$ cat src/core/piirq_pkg.sv
// constants and carrier types for the port pin interrupt inputs
package piirq_pkg;

    localparam int N_RISE = 7;
    localparam int N_FALL = 5;
    localparam int N_EDGE = 12;
    localparam int N_LVL  = 2;
    localparam int DW     = 16;
    localparam int AW     = 4;
    localparam int BCRW   = 8;

    // field positions
    localparam int RISE_LSB    = 0;
    localparam int FALL_LSB    = 7;
    localparam int IRQ_SEL_BIT = 6;

    // register offsets
    localparam logic [AW-1:0] OFF_BUS_CTRL  = 4'h0;
    localparam logic [AW-1:0] OFF_EDGE_SEL  = 4'h1;
    localparam logic [AW-1:0] OFF_EDGE_FLAG = 4'h2;
    localparam logic [AW-1:0] OFF_EDGE_CLR  = 4'h3;
    localparam logic [AW-1:0] OFF_EDGE_EN   = 4'h4;
    localparam logic [AW-1:0] OFF_LVL_FLAG  = 4'h5;
    localparam logic [AW-1:0] OFF_LVL_CLR   = 4'h6;
    localparam logic [AW-1:0] OFF_LVL_EN    = 4'h7;
    localparam logic [AW-1:0] OFF_PIN_STATE = 4'h8;

    // reset values
    localparam logic [BCRW-1:0]   RST_BUS_CTRL = 8'h00;
    localparam logic [N_EDGE-1:0] RST_EDGE_SEL = 12'h000;
    localparam logic [N_EDGE-1:0] RST_EDGE     = 12'h000;
    localparam logic [N_LVL-1:0]  RST_LVL      = 2'h0;
    localparam logic [DW-1:0]     RST_RDATA    = 16'h0000;

    typedef struct packed {
        logic [N_RISE-1:0] rising;
        logic [N_FALL-1:0] falling;
        logic [N_LVL-1:0]  level_n;
        logic              nmi_n;
    } piirq_pins_t;

    localparam piirq_pins_t RST_PINS = '{
        rising: 7'h00, falling: 5'h1F, level_n: 2'h3, nmi_n: 1'h1};

    typedef struct packed {
        logic          wr;
        logic          rd;
        logic [AW-1:0] addr;
        logic [DW-1:0] wdata;
    } piirq_req_t;

endpackage

$ cat src/core/piirq_top.sv
// port pin interrupt inputs: edge, level and non-maskable detection
module piirq_top
    import piirq_pkg::*;
(
    input  wire logic                   clk_i,          // system clock
    input  wire logic                   rst_i,          // async reset, high
    input  wire piirq_pkg::piirq_pins_t pins_i,         // interrupt pins
    input  wire logic                   irq_disable_i,  // processor mask flag
    input  wire piirq_pkg::piirq_req_t  req_i,          // register request
    output logic [piirq_pkg::DW-1:0]    rd_data_o,      // read data
    output logic                        irq_o,          // maskable request
    output logic                        nmi_o           // nmi pulse
);
    import piirq_pkg::*;

    function automatic logic hit(input piirq_req_t r, input logic [AW-1:0] off);
        hit = (r.addr == off);
    endfunction

    piirq_pins_t       smp_q;
    piirq_pins_t       prev_q;
    logic [BCRW-1:0]   bcr_q;
    logic [N_EDGE-1:0] edge_sel_q;
    logic [N_EDGE-1:0] edge_flag_q;
    logic [N_EDGE-1:0] edge_flag_d;
    logic [N_EDGE-1:0] edge_en_q;
    logic [N_LVL-1:0]  lvl_flag_q;
    logic [N_LVL-1:0]  lvl_flag_d;
    logic [N_LVL-1:0]  lvl_en_q;
    logic [N_EDGE-1:0] edge_ev;
    logic [N_EDGE-1:0] edge_set;
    logic [N_EDGE-1:0] edge_clr;
    logic [N_LVL-1:0]  lvl_set;
    logic [N_LVL-1:0]  lvl_clr;
    logic              lvl_sel;
    logic              nmi_fall;
    logic              irq_d;

    // pin sampling and previous sample
    always_ff @(posedge clk_i or posedge rst_i) begin
        if (rst_i) begin
            smp_q  <= RST_PINS;
            prev_q <= RST_PINS;
        end else begin
            smp_q  <= pins_i;
            prev_q <= smp_q;
        end
    end

    assign lvl_sel = bcr_q[IRQ_SEL_BIT];

    // edge detection against the previous sample
    always_comb begin
        edge_ev = '0;
        edge_ev[RISE_LSB +: N_RISE] = smp_q.rising & ~prev_q.rising;
        edge_ev[FALL_LSB +: N_FALL] = ~smp_q.falling & prev_q.falling;
    end

    assign edge_set = edge_ev & edge_sel_q;
    assign lvl_set  = lvl_sel ? ~smp_q.level_n : '0;
    assign nmi_fall = lvl_sel & prev_q.nmi_n & ~smp_q.nmi_n;

    assign edge_clr = (req_i.wr && hit(req_i, OFF_EDGE_CLR))
                      ? req_i.wdata[N_EDGE-1:0] : '0;
    assign lvl_clr  = (req_i.wr && hit(req_i, OFF_LVL_CLR))
                      ? req_i.wdata[N_LVL-1:0] : '0;

    // set wins over a clear in the same cycle
    assign edge_flag_d = (edge_flag_q & ~edge_clr) | edge_set;
    assign lvl_flag_d  = (lvl_flag_q & ~lvl_clr) | lvl_set;

    // writable control registers
    always_ff @(posedge clk_i or posedge rst_i) begin
        if (rst_i) begin
            bcr_q      <= RST_BUS_CTRL;
            edge_sel_q <= RST_EDGE_SEL;
            edge_en_q  <= RST_EDGE;
            lvl_en_q   <= RST_LVL;
        end else if (req_i.wr) begin
            if (hit(req_i, OFF_BUS_CTRL)) begin
                bcr_q <= req_i.wdata[BCRW-1:0];
            end else if (hit(req_i, OFF_EDGE_SEL)) begin
                edge_sel_q <= req_i.wdata[N_EDGE-1:0];
            end else if (hit(req_i, OFF_EDGE_EN)) begin
                edge_en_q <= req_i.wdata[N_EDGE-1:0];
            end else if (hit(req_i, OFF_LVL_EN)) begin
                lvl_en_q <= req_i.wdata[N_LVL-1:0];
            end
        end
    end

    // sticky status flags
    always_ff @(posedge clk_i or posedge rst_i) begin
        if (rst_i) begin
            edge_flag_q <= RST_EDGE;
            lvl_flag_q  <= RST_LVL;
        end else begin
            edge_flag_q <= edge_flag_d;
            lvl_flag_q  <= lvl_flag_d;
        end
    end

    // maskable request gated by the processor disable flag
    assign irq_d = !irq_disable_i &&
                   ((|(edge_flag_q & edge_en_q)) ||
                    (|(lvl_flag_q & lvl_en_q)));

    always_ff @(posedge clk_i or posedge rst_i) begin
        if (rst_i) begin
            irq_o <= 1'b0;
        end else begin
            irq_o <= irq_d;
        end
    end

    // nmi: only the select bit gates it
    always_ff @(posedge clk_i or posedge rst_i) begin
        if (rst_i) begin
            nmi_o <= 1'b0;
        end else begin
            nmi_o <= nmi_fall;
        end
    end

    // read port, data valid the cycle after the strobe only
    always_ff @(posedge clk_i or posedge rst_i) begin
        if (rst_i) begin
            rd_data_o <= RST_RDATA;
        end else if (!req_i.rd) begin
            rd_data_o <= RST_RDATA;
        end else if (hit(req_i, OFF_BUS_CTRL)) begin
            rd_data_o <= {{(DW-BCRW){1'b0}}, bcr_q};
        end else if (hit(req_i, OFF_EDGE_SEL)) begin
            rd_data_o <= {{(DW-N_EDGE){1'b0}}, edge_sel_q};
        end else if (hit(req_i, OFF_EDGE_FLAG)) begin
            rd_data_o <= {{(DW-N_EDGE){1'b0}}, edge_flag_q};
        end else if (hit(req_i, OFF_EDGE_EN)) begin
            rd_data_o <= {{(DW-N_EDGE){1'b0}}, edge_en_q};
        end else if (hit(req_i, OFF_LVL_FLAG)) begin
            rd_data_o <= {{(DW-N_LVL){1'b0}}, lvl_flag_q};
        end else if (hit(req_i, OFF_LVL_EN)) begin
            rd_data_o <= {{(DW-N_LVL){1'b0}}, lvl_en_q};
        end else if (hit(req_i, OFF_PIN_STATE)) begin
            rd_data_o <= {1'b0, smp_q};
        end else begin
            rd_data_o <= RST_RDATA;
        end
    end

    logic [N_LVL-1:0] lvl_act;
    assign lvl_act = lvl_sel ? (~smp_q.level_n & lvl_en_q) : '0;

    // raw pin edges, independent of the flag update path
    logic [N_RISE-1:0] rise_seen;
    logic [N_FALL-1:0] fall_seen;
    logic              irq_src;
    assign rise_seen = smp_q.rising & ~prev_q.rising & edge_sel_q[RISE_LSB +: N_RISE];
    assign fall_seen = prev_q.falling & ~smp_q.falling & edge_sel_q[FALL_LSB +: N_FALL];
    assign irq_src   = |{edge_flag_q & edge_en_q, lvl_flag_q & lvl_en_q};
endmodule

$ cat config.mk
export PLATFORM = sky130hd
export DESIGN_NAME = piirq_top
export DESIGN_NICKNAME = d
export VERILOG_FILES = /design/src/core/piirq_pkg.sv /design/src/core/piirq_top.sv
export SDC_FILE = /design/constraint.sdc
export NUM_CORES = 1
export LEC_CHECK = 0
export ABC_AREA = 1
export BUFFER_PORTS_ARGS = -buffer_cell sky130_fd_sc_hd__clkbuf_2
export CORE_ASPECT_RATIO = 0.9
export CORE_MARGIN = 4
export CORE_UTILIZATION = 32
export CTS_CLUSTER_SIZE = 12
export DETAILED_ROUTE_END_ITERATION = 12
export GPL_ROUTABILITY_DRIVEN = 0
export PLACE_DENSITY = 0.5
export SYNTH_ARGS = -nofsm -noshare
export SYNTH_HDL_FRONTEND = slang
export SYNTH_SLANG_ARGS = --single-unit
export TNS_END_PERCENT = 30
$ cat constraint.sdc
create_clock -name clk_i -period 3.6 [get_ports clk_i]
set_input_delay 0.36 -clock clk_i [delete_from_list [all_inputs] [get_ports clk_i]]
set_output_delay 0.36 -clock clk_i [all_outputs]
set_load 0.05 [all_outputs]
==> reports/summary.json, run 1 <==
{
  "grt_antenna_before_repair": {"value": 0},
  "post-dp-hpwl": {"value": 6520, "unit": "microns"},
  "total_wirelength_of_the_detailed_routed_design": {"value": 9190, "unit": "microns"},
  "max-cap-violations": {"value": 0},
  "ys_warn_count": {"value": 0},
  "worst-path-max-fanout": {"value": 24},
  "vias": {"value": 2786},
  "r2r_setup_slack": {"value": 2.39, "unit": "ns"},
  "worst_clock_skew": {"value": 0.0101, "unit": "ns"},
  "vertical_extent_of_the_die": {"value": 112, "unit": "microns"},
  "power.leakage": {"value": 2.23, "unit": "nW"},
  "io_pins": {"value": 58},
  "hold_buf_count_cts": {"value": 0},
  "cts_resized": {"value": 0},
  "vias_per_std_cell": {"value": 4.54},
  "ctsHtreeMaxLevel": {"value": 3},
  "timing.max_slew.rel_slack": {"value": 46.5, "unit": "%"},
  "numCtsBuffers": {"value": 9},
  "final_net_count": {"value": 492},
  "routed_wire_length_per_instance": {"value": 15.0, "unit": "microns"},
  "final.min_clock_period": {"value": 1.76, "unit": "ns"},
  "area_growth": {"value": 17.8, "unit": "%"},
  "clk-insertion-delay-late": {"value": 0.35, "unit": "ns"},
  "number_of_antenna_diodes": {"value": 0},
  "clock_tree_from_tritoncts": {"value": "built"},
  "post_synth_instance_area": {"value": 3850, "unit": "sq um"},
  "detail_route.iter0.violations": {"value": 210},
  "setup_repair_after_global_routing_missed_its_margin": {"value": "false"},
  "start_kind": {"value": "input pin"},
  "initial_core_util": {"value": 33.1, "unit": "%"},
  "grt_pass1_vias": {"value": 3029},
  "share_of_synthesized_registers_carrying_an_async_set_or_reset": {"value": 100, "unit": "%"},
  "die-area": {"value": 13900, "unit": "sq um"},
  "cells_after_synth": {"value": 397},
  "synth-edff-count": {"value": 0},
  "power_per_cell_area": {"value": 561, "unit": "nW/um^2"},
  "synth.top_cells.by_count": {"value": "nand2_1, dfrtp_1, inv_1"},
  "final-max-slew-violation-count": {"value": 0},
  "cts_max_path_buffers": {"value": 2},
  "cts_setup_buffers": {"value": 0},
  "nets_in_the_synthesized_netlist": {"value": 437},
  "endpoint_kind": {"value": "flip-flop"},
  "power_total": {"value": 2.54, "unit": "mW"},
  "final_core_utilization": {"value": 39.0, "unit": "%"},
  "io_buffers": {"value": 52},
  "number_of_clock_sinks": {"value": 93},
  "fin_setup_tns": {"value": 0, "unit": "ns"},
  "maximum_number_of_pins_on_one_net_before_global_route_repair": {"value": 47},
  "yosysTopAreaCellShare": {"value": 51.3, "unit": "%"},
  "drt_drc_violations_left": {"value": 0},
  "path_clk_slew": {"value": 0.07, "unit": "ns"},
  "timing.hold.worst.class": {"value": "input pin to flip-flop"},
  "grt_util_all_layers": {"value": 14.6, "unit": "%"},
  "avgSynthCellArea": {"value": 9.70, "unit": "sq um"},
  "setup_viol": {"value": 0},
  "yosysSeqAreaShare": {"value": 60.9, "unit": "%"},
  "grt_pass1_wl": {"value": 15500, "unit": "microns"},
  "floorplan.die.width": {"value": 124, "unit": "microns"},
  "ys_seq_elements": {"value": 93},
  "yosysMostFrequentCell": {"value": "nand2_1"},
  "final_min_period_over_clock_period": {"value": 49.0, "unit": "%"},
  "grt_overflow": {"value": 0},
  "fmax": {"value": 567, "unit": "MHz"},
  "drt_pre_antenna_iters": {"value": 4},
  "fraction_of_layout_cells_with_a_size_suffix_above_1": {"value": 28.0, "unit": "%"},
  "ant_nets": {"value": 0},
  "synth.distinct_cells": {"value": 31},
  "worst-setup-path-type": {"value": "input pin to flip-flop"},
  "worst_slew_pin_slew": {"value": 0.800, "unit": "ns"},
  "top_cell_type_by_total_area_after_synthesis": {"value": "dfrtp_1"},
  "synth_top_flop_cell": {"value": "dfrtp_1"},
  "worst-endpoint-required": {"value": 3.82, "unit": "ns"},
  "placementRows": {"value": 37},
  "synth.area.top_cells": {"value": "dfrtp_1, dfstp_2, nand2_1"},
  "cts_root_buffer": {"value": "clkbuf_16"},
  "status": {"value": "complete, no violations"},
  "cp.arrival": {"value": 1.98, "unit": "ns"},
  "core-area": {"value": 11600, "unit": "sq um"},
  "vdd.ir_drop.worst": {"value": 0.000219, "unit": "V"},
  "finalHoldViolCount": {"value": 0}
}
==> critical path, cell delays in order <==
cell,delay [ns]
clkbuf_2,0.13
inv_2,0.11
nand2_1,0.07
nor2_2,0.50
nand2_2,0.52
nand2_1,0.20
o21ai_2,0.06
==> cell type report <==
type | instances | area, sq um
sequential | 93 | 2340
fill | 1217 | 7080
tap | 156 | 195
clock buffer | 11 | 253
inverter | 48 | 185
clock inverter | 5 | 41.3
multi-input combinational | 246 | 1240
timing repair buffer | 54 | 275
==> stage by stage <==
| stage | instances | cell area [sq um] | setup WS (ns) | hold slack [ns] |
|---|---|---|---|---|
| after floorplan | 397 | 3850 | 0.843 | 0.354 |
| after CTS | 613 | 4540 | 1.78 | 0.0823 |
| after detailed placement | 597 | 4240 | 1.44 | 0.361 |
| after global routing | 613 | 4540 | 1.61 | 0.0748 |
| after global placement | 597 | 4240 | 1.47 | 0.360 |
| final | 613 | 4540 | 1.84 | 0.0904 |
==> power breakdown <==
group | internal [mW] | leakage (nW) | switching (mW)
Sequential | 1.19 | 1.11 | 0.0922
Clock | 0.514 | 0.144 | 0.407
Combinational | 0.125 | 0.971 | 0.218
Total | 1.83 | 2.23 | 0.717
==> logic make-up (layout without fill, tap and decap cells) <==
logic type,count (synthesis),in the layout,share of synthesized area [%]
AND/OR/NAND/NOR,160,160,18.2
flip-flops,93,93,60.9
AO/OA/AOI/OAI,85,85,13.9
buffers and inverters,58,118,6.86
other,1,1,0.0974
==> cell usage in the layout (no fill, tap or decap), drive strengths merged <==
cell type	Yosys	routed
clkinv	1	3
dfrtp	79	79
o31ai	5	5
clkinvlp	0	1
inv	47	49
nor2	44	44
nand2	93	93
a31oi	1	1
o21ai	71	71
dfstp	14	14
or2	1	1
nand4	3	3
nor3	1	1
nand3	14	14
o211ai	2	2
buf	9	2
o22ai	4	4
clkbuf	1	63
conb	1	1
a22o	2	2
nand3b	4	4
==> per-layer routing <==
layer / track usage [%] / share of wire (%)
met1: 20.6 / 49
met2: 22.2 / 46
met3: 3.93 / 3.9
met4: 3.54 / 0.95
met5: 0 / 0
==> final timing paths <==
path	cells past startpoint	end	from
setup / recovery	7	edge_en_q[3]	req_i[16]
hold / removal	1	smp_q[4]	pins_i[4]
setup reg to reg	5	irq_o	edge_en_q[9]
hold reg to reg	0	prev_q[14]	smp_q[14]
max in group asynchronous	3	rd_data_o[3]	rst_i
min in group asynchronous	2	edge_en_q[8]	rst_i
==> flip-flops by register name (all words and copies together), names as in the netlist <==
signal and flops:
rd_data_o 15, irq_o 1, edge_sel_q 12, lvl_en_q 2
nmi_o 1, edge_flag_q 12, lvl_flag_q 2, bcr_q 8
edge_en_q 12, prev_q 13, smp_q 15
Note: power is estimated with default switching activity, not from simulation.
==> run 2, diff against run 1 <==
--- a/config.mk
+++ b/config.mk
@@ -13,7 +13,7 @@
 export CTS_CLUSTER_SIZE = 12
 export DETAILED_ROUTE_END_ITERATION = 12
 export GPL_ROUTABILITY_DRIVEN = 0
-export PLACE_DENSITY = 0.5
+export PLACE_DENSITY = 0.52
 export SYNTH_ARGS = -nofsm -noshare
 export SYNTH_HDL_FRONTEND = slang
 export SYNTH_SLANG_ARGS = --single-unit
==> constraint.sdc (replaced) <==
create_clock -name clk_i -period 1.6 [get_ports clk_i]
set_input_delay 0.16 -clock clk_i [delete_from_list [all_inputs] [get_ports clk_i]]
set_output_delay 0.16 -clock clk_i [all_outputs]
set_load 0.05 [all_outputs]
==> reports/summary.json, run 2 (synthesis gave the netlist of run 1 again) <==
{
  "switch_pwr": {"value": 1.57, "unit": "mW"},
  "power.leakage": {"value": 2.32, "unit": "nW"},
  "biggestRegsByFlops": {"value": "rd_data_o: 15 flops, smp_q: 15 flops, prev_q: 13 flops"},
  "final_net_count": {"value": 513},
  "worstPathBufferInverterCount": {"value": 0},
  "timing.max_slew.rel_slack": {"value": 62.4, "unit": "%"},
  "io_buffers": {"value": 52},
  "fill_cell_instance_count_of_the_final_layout": {"value": 1164},
  "vias_per_std_cell": {"value": 4.55},
  "clk-insertion-delay-late": {"value": 0.34, "unit": "ns"},
  "max-cap-violations": {"value": 0},
  "cts_setup_buffers": {"value": 0},
  "number_of_clock_sinks": {"value": 93},
  "area_growth": {"value": 23.6, "unit": "%"},
  "post-dp-hpwl": {"value": 6220, "unit": "microns"},
  "cell_internal_pwr": {"value": 4.25, "unit": "mW"},
  "grt_util_all_layers": {"value": 14.0, "unit": "%"},
  "final_min_period_over_clock_period": {"value": 77.1, "unit": "%"},
  "most_frequent_cells_in_the_layout": {"value": "nand2_1, dfrtp_1, clkbuf_2"},
  "finalHoldViolCount": {"value": 0},
  "maximum_number_of_pins_on_one_net_before_global_route_repair": {"value": 94},
  "r2r-end": {"value": "irq_o"},
  "grt_overflow": {"value": 0},
  "grt_pass1_wl": {"value": 14900, "unit": "microns"},
  "p_clk_share": {"value": 36.7, "unit": "%"},
  "vias": {"value": 2886},
  "path_cells": {"value": "nand2_1 -> nand4_1 -> or2_2 -> nor2_1 -> nor2_1"},
  "total_wirelength_of_the_detailed_routed_design": {"value": 8960, "unit": "microns"},
  "hold_depth": {"value": 3},
  "final.min_clock_period": {"value": 1.23, "unit": "ns"},
  "fin_cells": {"value": 634},
  "depth_of_the_worst_register_to_register_path": {"value": 5},
  "rr_startpoint": {"value": "edge_en_q[9]"},
  "ctsHtreeMaxLevel": {"value": 3},
  "timing.hold.worst_endpoint": {"value": "edge_en_q[8]"},
  "layout.cells.most_common": {"value": "nand2_1"},
  "vdd.ir_drop.worst": {"value": 0.000695, "unit": "V"},
  "most_frequent_cell_on_the_critical_path": {"value": "nor2_1"},
  "grt_antenna_before_repair": {"value": 0},
  "worst_clock_skew": {"value": 0.0136, "unit": "ns"},
  "fin_setup_tns": {"value": 0, "unit": "ns"},
  "crit_family": {"value": "simple AND/OR/NAND/NOR gates"},
  "core-area": {"value": 11600, "unit": "sq um"},
  "crit_path_start": {"value": "edge_en_q[9]"},
  "path_clk_slew": {"value": 0.06, "unit": "ns"},
  "worst_slew_pin_slew": {"value": 0.561, "unit": "ns"},
  "cp.arrival": {"value": 1.45, "unit": "ns"},
  "power_per_cell_area": {"value": 1220, "unit": "nW/um^2"},
  "fraction_of_layout_cells_with_a_size_suffix_above_1": {"value": 27.2, "unit": "%"},
  "number_of_antenna_diodes": {"value": 0},
  "placementRows": {"value": 37},
  "cts_max_path_buffers": {"value": 2},
  "fmax": {"value": 810, "unit": "MHz"},
  "power_total": {"value": 5.82, "unit": "mW"},
  "clock_tree_from_tritoncts": {"value": "built"},
  "r2r_setup_slack": {"value": 0.37, "unit": "ns"},
  "worstHoldStart": {"value": "req_i[8]"},
  "timing.hold.worst.class": {"value": "input pin to flip-flop"},
  "setup_repair_after_global_routing_missed_its_margin": {"value": "false"},
  "detail_route.iter0.violations": {"value": 164},
  "die-area": {"value": 13900, "unit": "sq um"},
  "io_pins": {"value": 58},
  "cpMaxStageDelayCell": {"value": "dfrtp_1"},
  "final-max-slew-violation-count": {"value": 0},
  "floorplan.die.width": {"value": 124, "unit": "microns"},
  "dp.cells": {"value": 601},
  "worst-endpoint-required": {"value": 1.82, "unit": "ns"},
  "worst-setup-path-type": {"value": "flip-flop to flip-flop"},
  "endpoint_kind": {"value": "flip-flop"},
  "critical-path-max-stage-delay": {"value": 0.40, "unit": "ns"},
  "ant_nets": {"value": 0},
  "numCtsBuffers": {"value": 9},
  "grt_pass1_vias": {"value": 2858},
  "status": {"value": "complete, no violations"},
  "share_seq_of_total_power": {"value": 49.4, "unit": "%"},
  "drt_drc_violations_left": {"value": 0},
  "vertical_extent_of_the_die": {"value": 112, "unit": "microns"},
  "power.combinational.fraction": {"value": 13.9, "unit": "%"},
  "setup_viol": {"value": 0},
  "worst-path-max-fanout": {"value": 3},
  "start_kind": {"value": "flip-flop"},
  "drt_pre_antenna_iters": {"value": 5},
  "routed_wire_length_per_instance": {"value": 14.1, "unit": "microns"},
  "initial_core_util": {"value": 33.1, "unit": "%"},
  "cts_root_buffer": {"value": "clkbuf_16"},
  "switching_share": {"value": 27.0, "unit": "%"}
}
## run 2: how the worst max path moves through the flow
stage | endpoint | depth (start not counted) | slack [ns]
6_report | irq_o | 5 | 0.37
5_1_grt | irq_o | 5 | 0.27
4_1_cts | irq_o | 5 | 0.34
3_5_place_dp | edge_en_q[7] | 7 | 0.23
3_3_place_gp | edge_en_q[4] | 7 | 0.24
2_1_floorplan | bcr_q[0] | 1 | 0.36
## run 2: layout make-up
cell class / count / area, sq um / share of cell area, %
Clock buffer: 12 / 246 / 5.18
Sequential cell: 93 / 2340 / 49.3
Timing Repair Buffer: 75 / 488 / 10.3
Tap cell: 156 / 195 / 4.10
Clock inverter: 4 / 55.1 / 1.16
Multi-Input combinational cell: 246 / 1240 / 26.1
Inverter: 48 / 188 / 3.94
## run 2: worst register-to-register path: cells and delay by family (launching register included)
family	cells	cell delay, ns
AND/OR/NAND/NOR	5	0.71
flip-flops	1	0.40
## run 2: per-stage QoR
| step | hold slack, ns | area (sq um) | setup WS (ns) | util (%) |
|---|---|---|---|---|
| floorplan | 0.164 | 3850 | 0.360 | - |
| global placement | 0.248 | 4290 | 0.241 | 36.9 |
| detailed placement | 0.250 | 4290 | 0.232 | 36.9 |
| CTS | 0.0987 | 4760 | 0.343 | 40.9 |
| global route | 0.117 | 4760 | 0.266 | 40.9 |
| finish | 0.102 | 4760 | 0.366 | 40.9 |
## run 2: power groups by stage
| stage | Sequential, mW | Clock (mW) | Combinational, mW |
|---|---|---|---|
| 2_1_floorplan | 2.92 | 0 | 0.515 |
| 3_3_place_gp | 2.91 | 0 | 0.773 |
| 3_5_place_dp | 2.91 | 0 | 0.791 |
| 4_1_cts | 2.87 | 2.20 | 0.826 |
| 5_1_grt | 2.91 | 2.31 | 0.929 |
| 6_report | 2.87 | 2.14 | 0.809 |
## run 2: layer usage
layer	share of wire, %	routed length, microns	GRT usage [%]	vias to the layer above
met5	0	0	0	-
met3	4.4	394	3.68	7
met2	44	3960	19.9	69
li1	-	-	-	1428
met4	1.2	111	4.43	0
met1	50	4500	20.8	1382
## run 2: repair_timing
item | CTS | global route
endpoints found under the hold margin | 95 | 0
resized for setup | 0 | 0
hold buffers | 17 | 0
==> run 3, diff against run 2 <==
--- a/config.mk
+++ b/config.mk
@@ -13,7 +13,7 @@
 export CTS_CLUSTER_SIZE = 12
 export DETAILED_ROUTE_END_ITERATION = 12
 export GPL_ROUTABILITY_DRIVEN = 0
-export PLACE_DENSITY = 0.52
+export PLACE_DENSITY = 0.5
 export SYNTH_ARGS = -nofsm -noshare
 export SYNTH_HDL_FRONTEND = slang
 export SYNTH_SLANG_ARGS = --single-unit
==> constraint.sdc (replaced) <==
create_clock -name clk_i -period 1.2 [get_ports clk_i]
set_input_delay 0.12 -clock clk_i [delete_from_list [all_inputs] [get_ports clk_i]]
set_output_delay 0.12 -clock clk_i [all_outputs]
set_load 0.05 [all_outputs]
==> reports/summary.json, run 3 (synthesis gave the netlist of run 1 again) <==
{
  "status": {"value": "complete, no violations"},
  "core-area": {"value": 11600, "unit": "sq um"},
  "area_growth": {"value": 30.0, "unit": "%"},
  "io_pins": {"value": 58},
  "placement.setup.worst_slack": {"value": -0.0562, "unit": "ns"},
  "die-area": {"value": 13900, "unit": "sq um"},
  "use_met2": {"value": 21.5, "unit": "%"},
  "clock_tree_from_tritoncts": {"value": "built"},
  "layout.cells.most_common": {"value": "nand2_1"},
  "worst-endpoint-required": {"value": 1.43, "unit": "ns"},
  "fraction_of_layout_cells_with_a_size_suffix_above_1": {"value": 31.5, "unit": "%"},
  "io_buffers": {"value": 52},
  "drt_drc_violations_left": {"value": 0},
  "worst-path-max-fanout": {"value": 3},
  "detail_route.iter0.violations": {"value": 183},
  "p_clk_share": {"value": 36.4, "unit": "%"},
  "maximum_number_of_pins_on_one_net_before_global_route_repair": {"value": 51},
  "grt_antenna_before_repair": {"value": 0},
  "share_seq_of_total_power": {"value": 48.1, "unit": "%"},
  "grt_pass1_vias": {"value": 2920},
  "drt_pre_antenna_iters": {"value": 4},
  "global_route.usage.met3": {"value": 4.63, "unit": "%"},
  "worstPathBufferInverterCount": {"value": 0},
  "cpMaxStageDelayCell": {"value": "dfrtp_1"},
  "setup_viol": {"value": 0},
  "crit_family": {"value": "simple AND/OR/NAND/NOR gates"},
  "final_min_period_over_clock_period": {"value": 93.4, "unit": "%"},
  "vias_per_std_cell": {"value": 4.43},
  "finalHoldViolCount": {"value": 0},
  "fill_cell_instance_count_of_the_final_layout": {"value": 1142},
  "cell_internal_pwr": {"value": 5.73, "unit": "mW"},
  "placementRows": {"value": 37},
  "ctsHtreeMaxLevel": {"value": 3},
  "start_kind": {"value": "flip-flop"},
  "cts_max_path_buffers": {"value": 2},
  "fmax": {"value": 892, "unit": "MHz"},
  "grt_pass1_wl": {"value": 15600, "unit": "microns"},
  "power.leakage": {"value": 2.46, "unit": "nW"},
  "grt_most_used_layer": {"value": "met2"},
  "max-cap-violations": {"value": 0},
  "grt_util_all_layers": {"value": 14.7, "unit": "%"},
  "numCtsBuffers": {"value": 9},
  "final_net_count": {"value": 539},
  "path_cells": {"value": "nand2_1 -> nand4_1 -> or2_4 -> nor2_4 -> nor2_1"},
  "post-dp-hpwl": {"value": 6790, "unit": "microns"},
  "vertical_extent_of_the_die": {"value": 112, "unit": "microns"},
  "cts_root_buffer": {"value": "clkbuf_16"},
  "vdd.ir_drop.worst": {"value": 0.000702, "unit": "V"},
  "vias": {"value": 2925},
  "groute.layer.met1.usage": {"value": 21.4, "unit": "%"},
  "dp.cells": {"value": 627},
  "final.min_clock_period": {"value": 1.12, "unit": "ns"},
  "final-max-slew-violation-count": {"value": 0},
  "grt_overflow": {"value": 0},
  "critical-path-max-stage-delay": {"value": 0.39, "unit": "ns"},
  "floorplan.die.width": {"value": 124, "unit": "microns"},
  "final_critical_path_setup_slack": {"value": 0.0788, "unit": "ns"},
  "initial_core_util": {"value": 33.1, "unit": "%"},
  "worst_clock_skew": {"value": 0.00984, "unit": "ns"},
  "worst-setup-path-type": {"value": "flip-flop to flip-flop"},
  "final_core_utilization": {"value": 43.1, "unit": "%"},
  "endpoint_kind": {"value": "flip-flop"},
  "biggestRegsByFlops": {"value": "rd_data_o: 15 flops, smp_q: 15 flops, prev_q: 13 flops"},
  "power.combinational.fraction": {"value": 15.5, "unit": "%"},
  "ant_nets": {"value": 0},
  "switching_share": {"value": 27.8, "unit": "%"},
  "number_of_antenna_diodes": {"value": 0},
  "power_per_cell_area": {"value": 1590, "unit": "nW/um^2"},
  "number_of_clock_sinks": {"value": 93},
  "setup_repair_after_global_routing_missed_its_margin": {"value": "false"},
  "timing.hold.worst.class": {"value": "input pin to flip-flop"},
  "fin_cells": {"value": 660},
  "path_clk_slew": {"value": 0.07, "unit": "ns"},
  "total_wirelength_of_the_detailed_routed_design": {"value": 9310, "unit": "microns"},
  "routed_wire_length_per_instance": {"value": 14.1, "unit": "microns"},
  "most_frequent_cells_in_the_layout": {"value": "nand2_1, dfrtp_1, clkbuf_2"},
  "switch_pwr": {"value": 2.20, "unit": "mW"},
  "cp.arrival": {"value": 1.35, "unit": "ns"},
  "clk-insertion-delay-late": {"value": 0.34, "unit": "ns"}
}
[run 3: cell types whose count changed in the layout (fill, tap and decap cells not counted)]
cell	before	now
or2_4	0	1
buf_12	1	4
nor2_1	38	37
buf_4	5	28
or2_2	1	0
inv_6	1	2
nor2_4	2	3
inv_8	0	1
clkbuf_8	1	0
clkinv_2	1	2
clkbuf_1	2	0
[run 3: area by class of cell]
cell class | count | area [sq um] | share of cell area [%]
Inverter | 48 | 188 | 3.75
Tap cell | 156 | 195 | 3.90
Clock inverter | 7 | 80.1 | 1.60
Timing Repair Buffer | 101 | 721 | 14.4
Clock buffer | 9 | 225 | 4.50
Sequential cell | 93 | 2340 | 46.9
Multi-Input combinational cell | 246 | 1250 | 25.0
[run 3: final timing paths]
kind	from	endpoint	slack, ns	cells after the start
max	edge_en_q[6]	irq_o	0.08	5
min	req_i[10]	edge_en_q[10]	0.04	3
max reg2reg	edge_en_q[6]	irq_o	0.08	5
min reg2reg	smp_q[8]	prev_q[8]	0.38	0
max in group asynchronous	rst_i	smp_q[1]	0.47	4
min in group asynchronous	rst_i	edge_sel_q[2]	0.40	4
[run 3: per-layer routing]
| layer | part of all wire (%) | wire, microns |
|---|---|---|
| met1 | 48 | 4480 |
| met2 | 46 | 4270 |
| met3 | 5.6 | 520 |
| met4 | 0.43 | 40 |
| met5 | 0 | 0 |
[run 3: repair_timing]
item                                   in CTS  in global routing
buffers inserted                            0                  0
resized for setup                           2                  1
endpoints found under the hold margin      95                  0
hold buffers                               17                  0
setup endpoints to repair                   1                  1
[run 3: tightest hold or removal path, stage by stage]
cell and delay [ns]:
clkbuf_2 0.08, inv_1 0.08, o21ai_1 0.07
[run 3: per-stage QoR]
stage | area (sq um) | setup TNS [ns] | hold WS [ns] | total power [mW]
floorplan | 3850 | -0.0209 | 0.124 | 4.58
global placement | 4520 | -0.826 | 0.207 | 5.03
detailed placement | 4520 | -0.751 | 0.209 | 5.06
CTS | 5000 | 0 | 0.0382 | 8.05
global route | 5000 | 0 | 0.0507 | 8.42
finish | 5000 | 0 | 0.0430 | 7.93
[run 3: power groups by stage]
stage	Sequential [mW]	Combinational (mW)	Clock (mW)
after floorplan	3.90	0.686	0
after global routing	3.87	1.40	3.14
after CTS	3.82	1.25	2.98
after global placement	3.86	1.17	0
after detailed placement	3.87	1.19	0
final	3.81	1.23	2.89
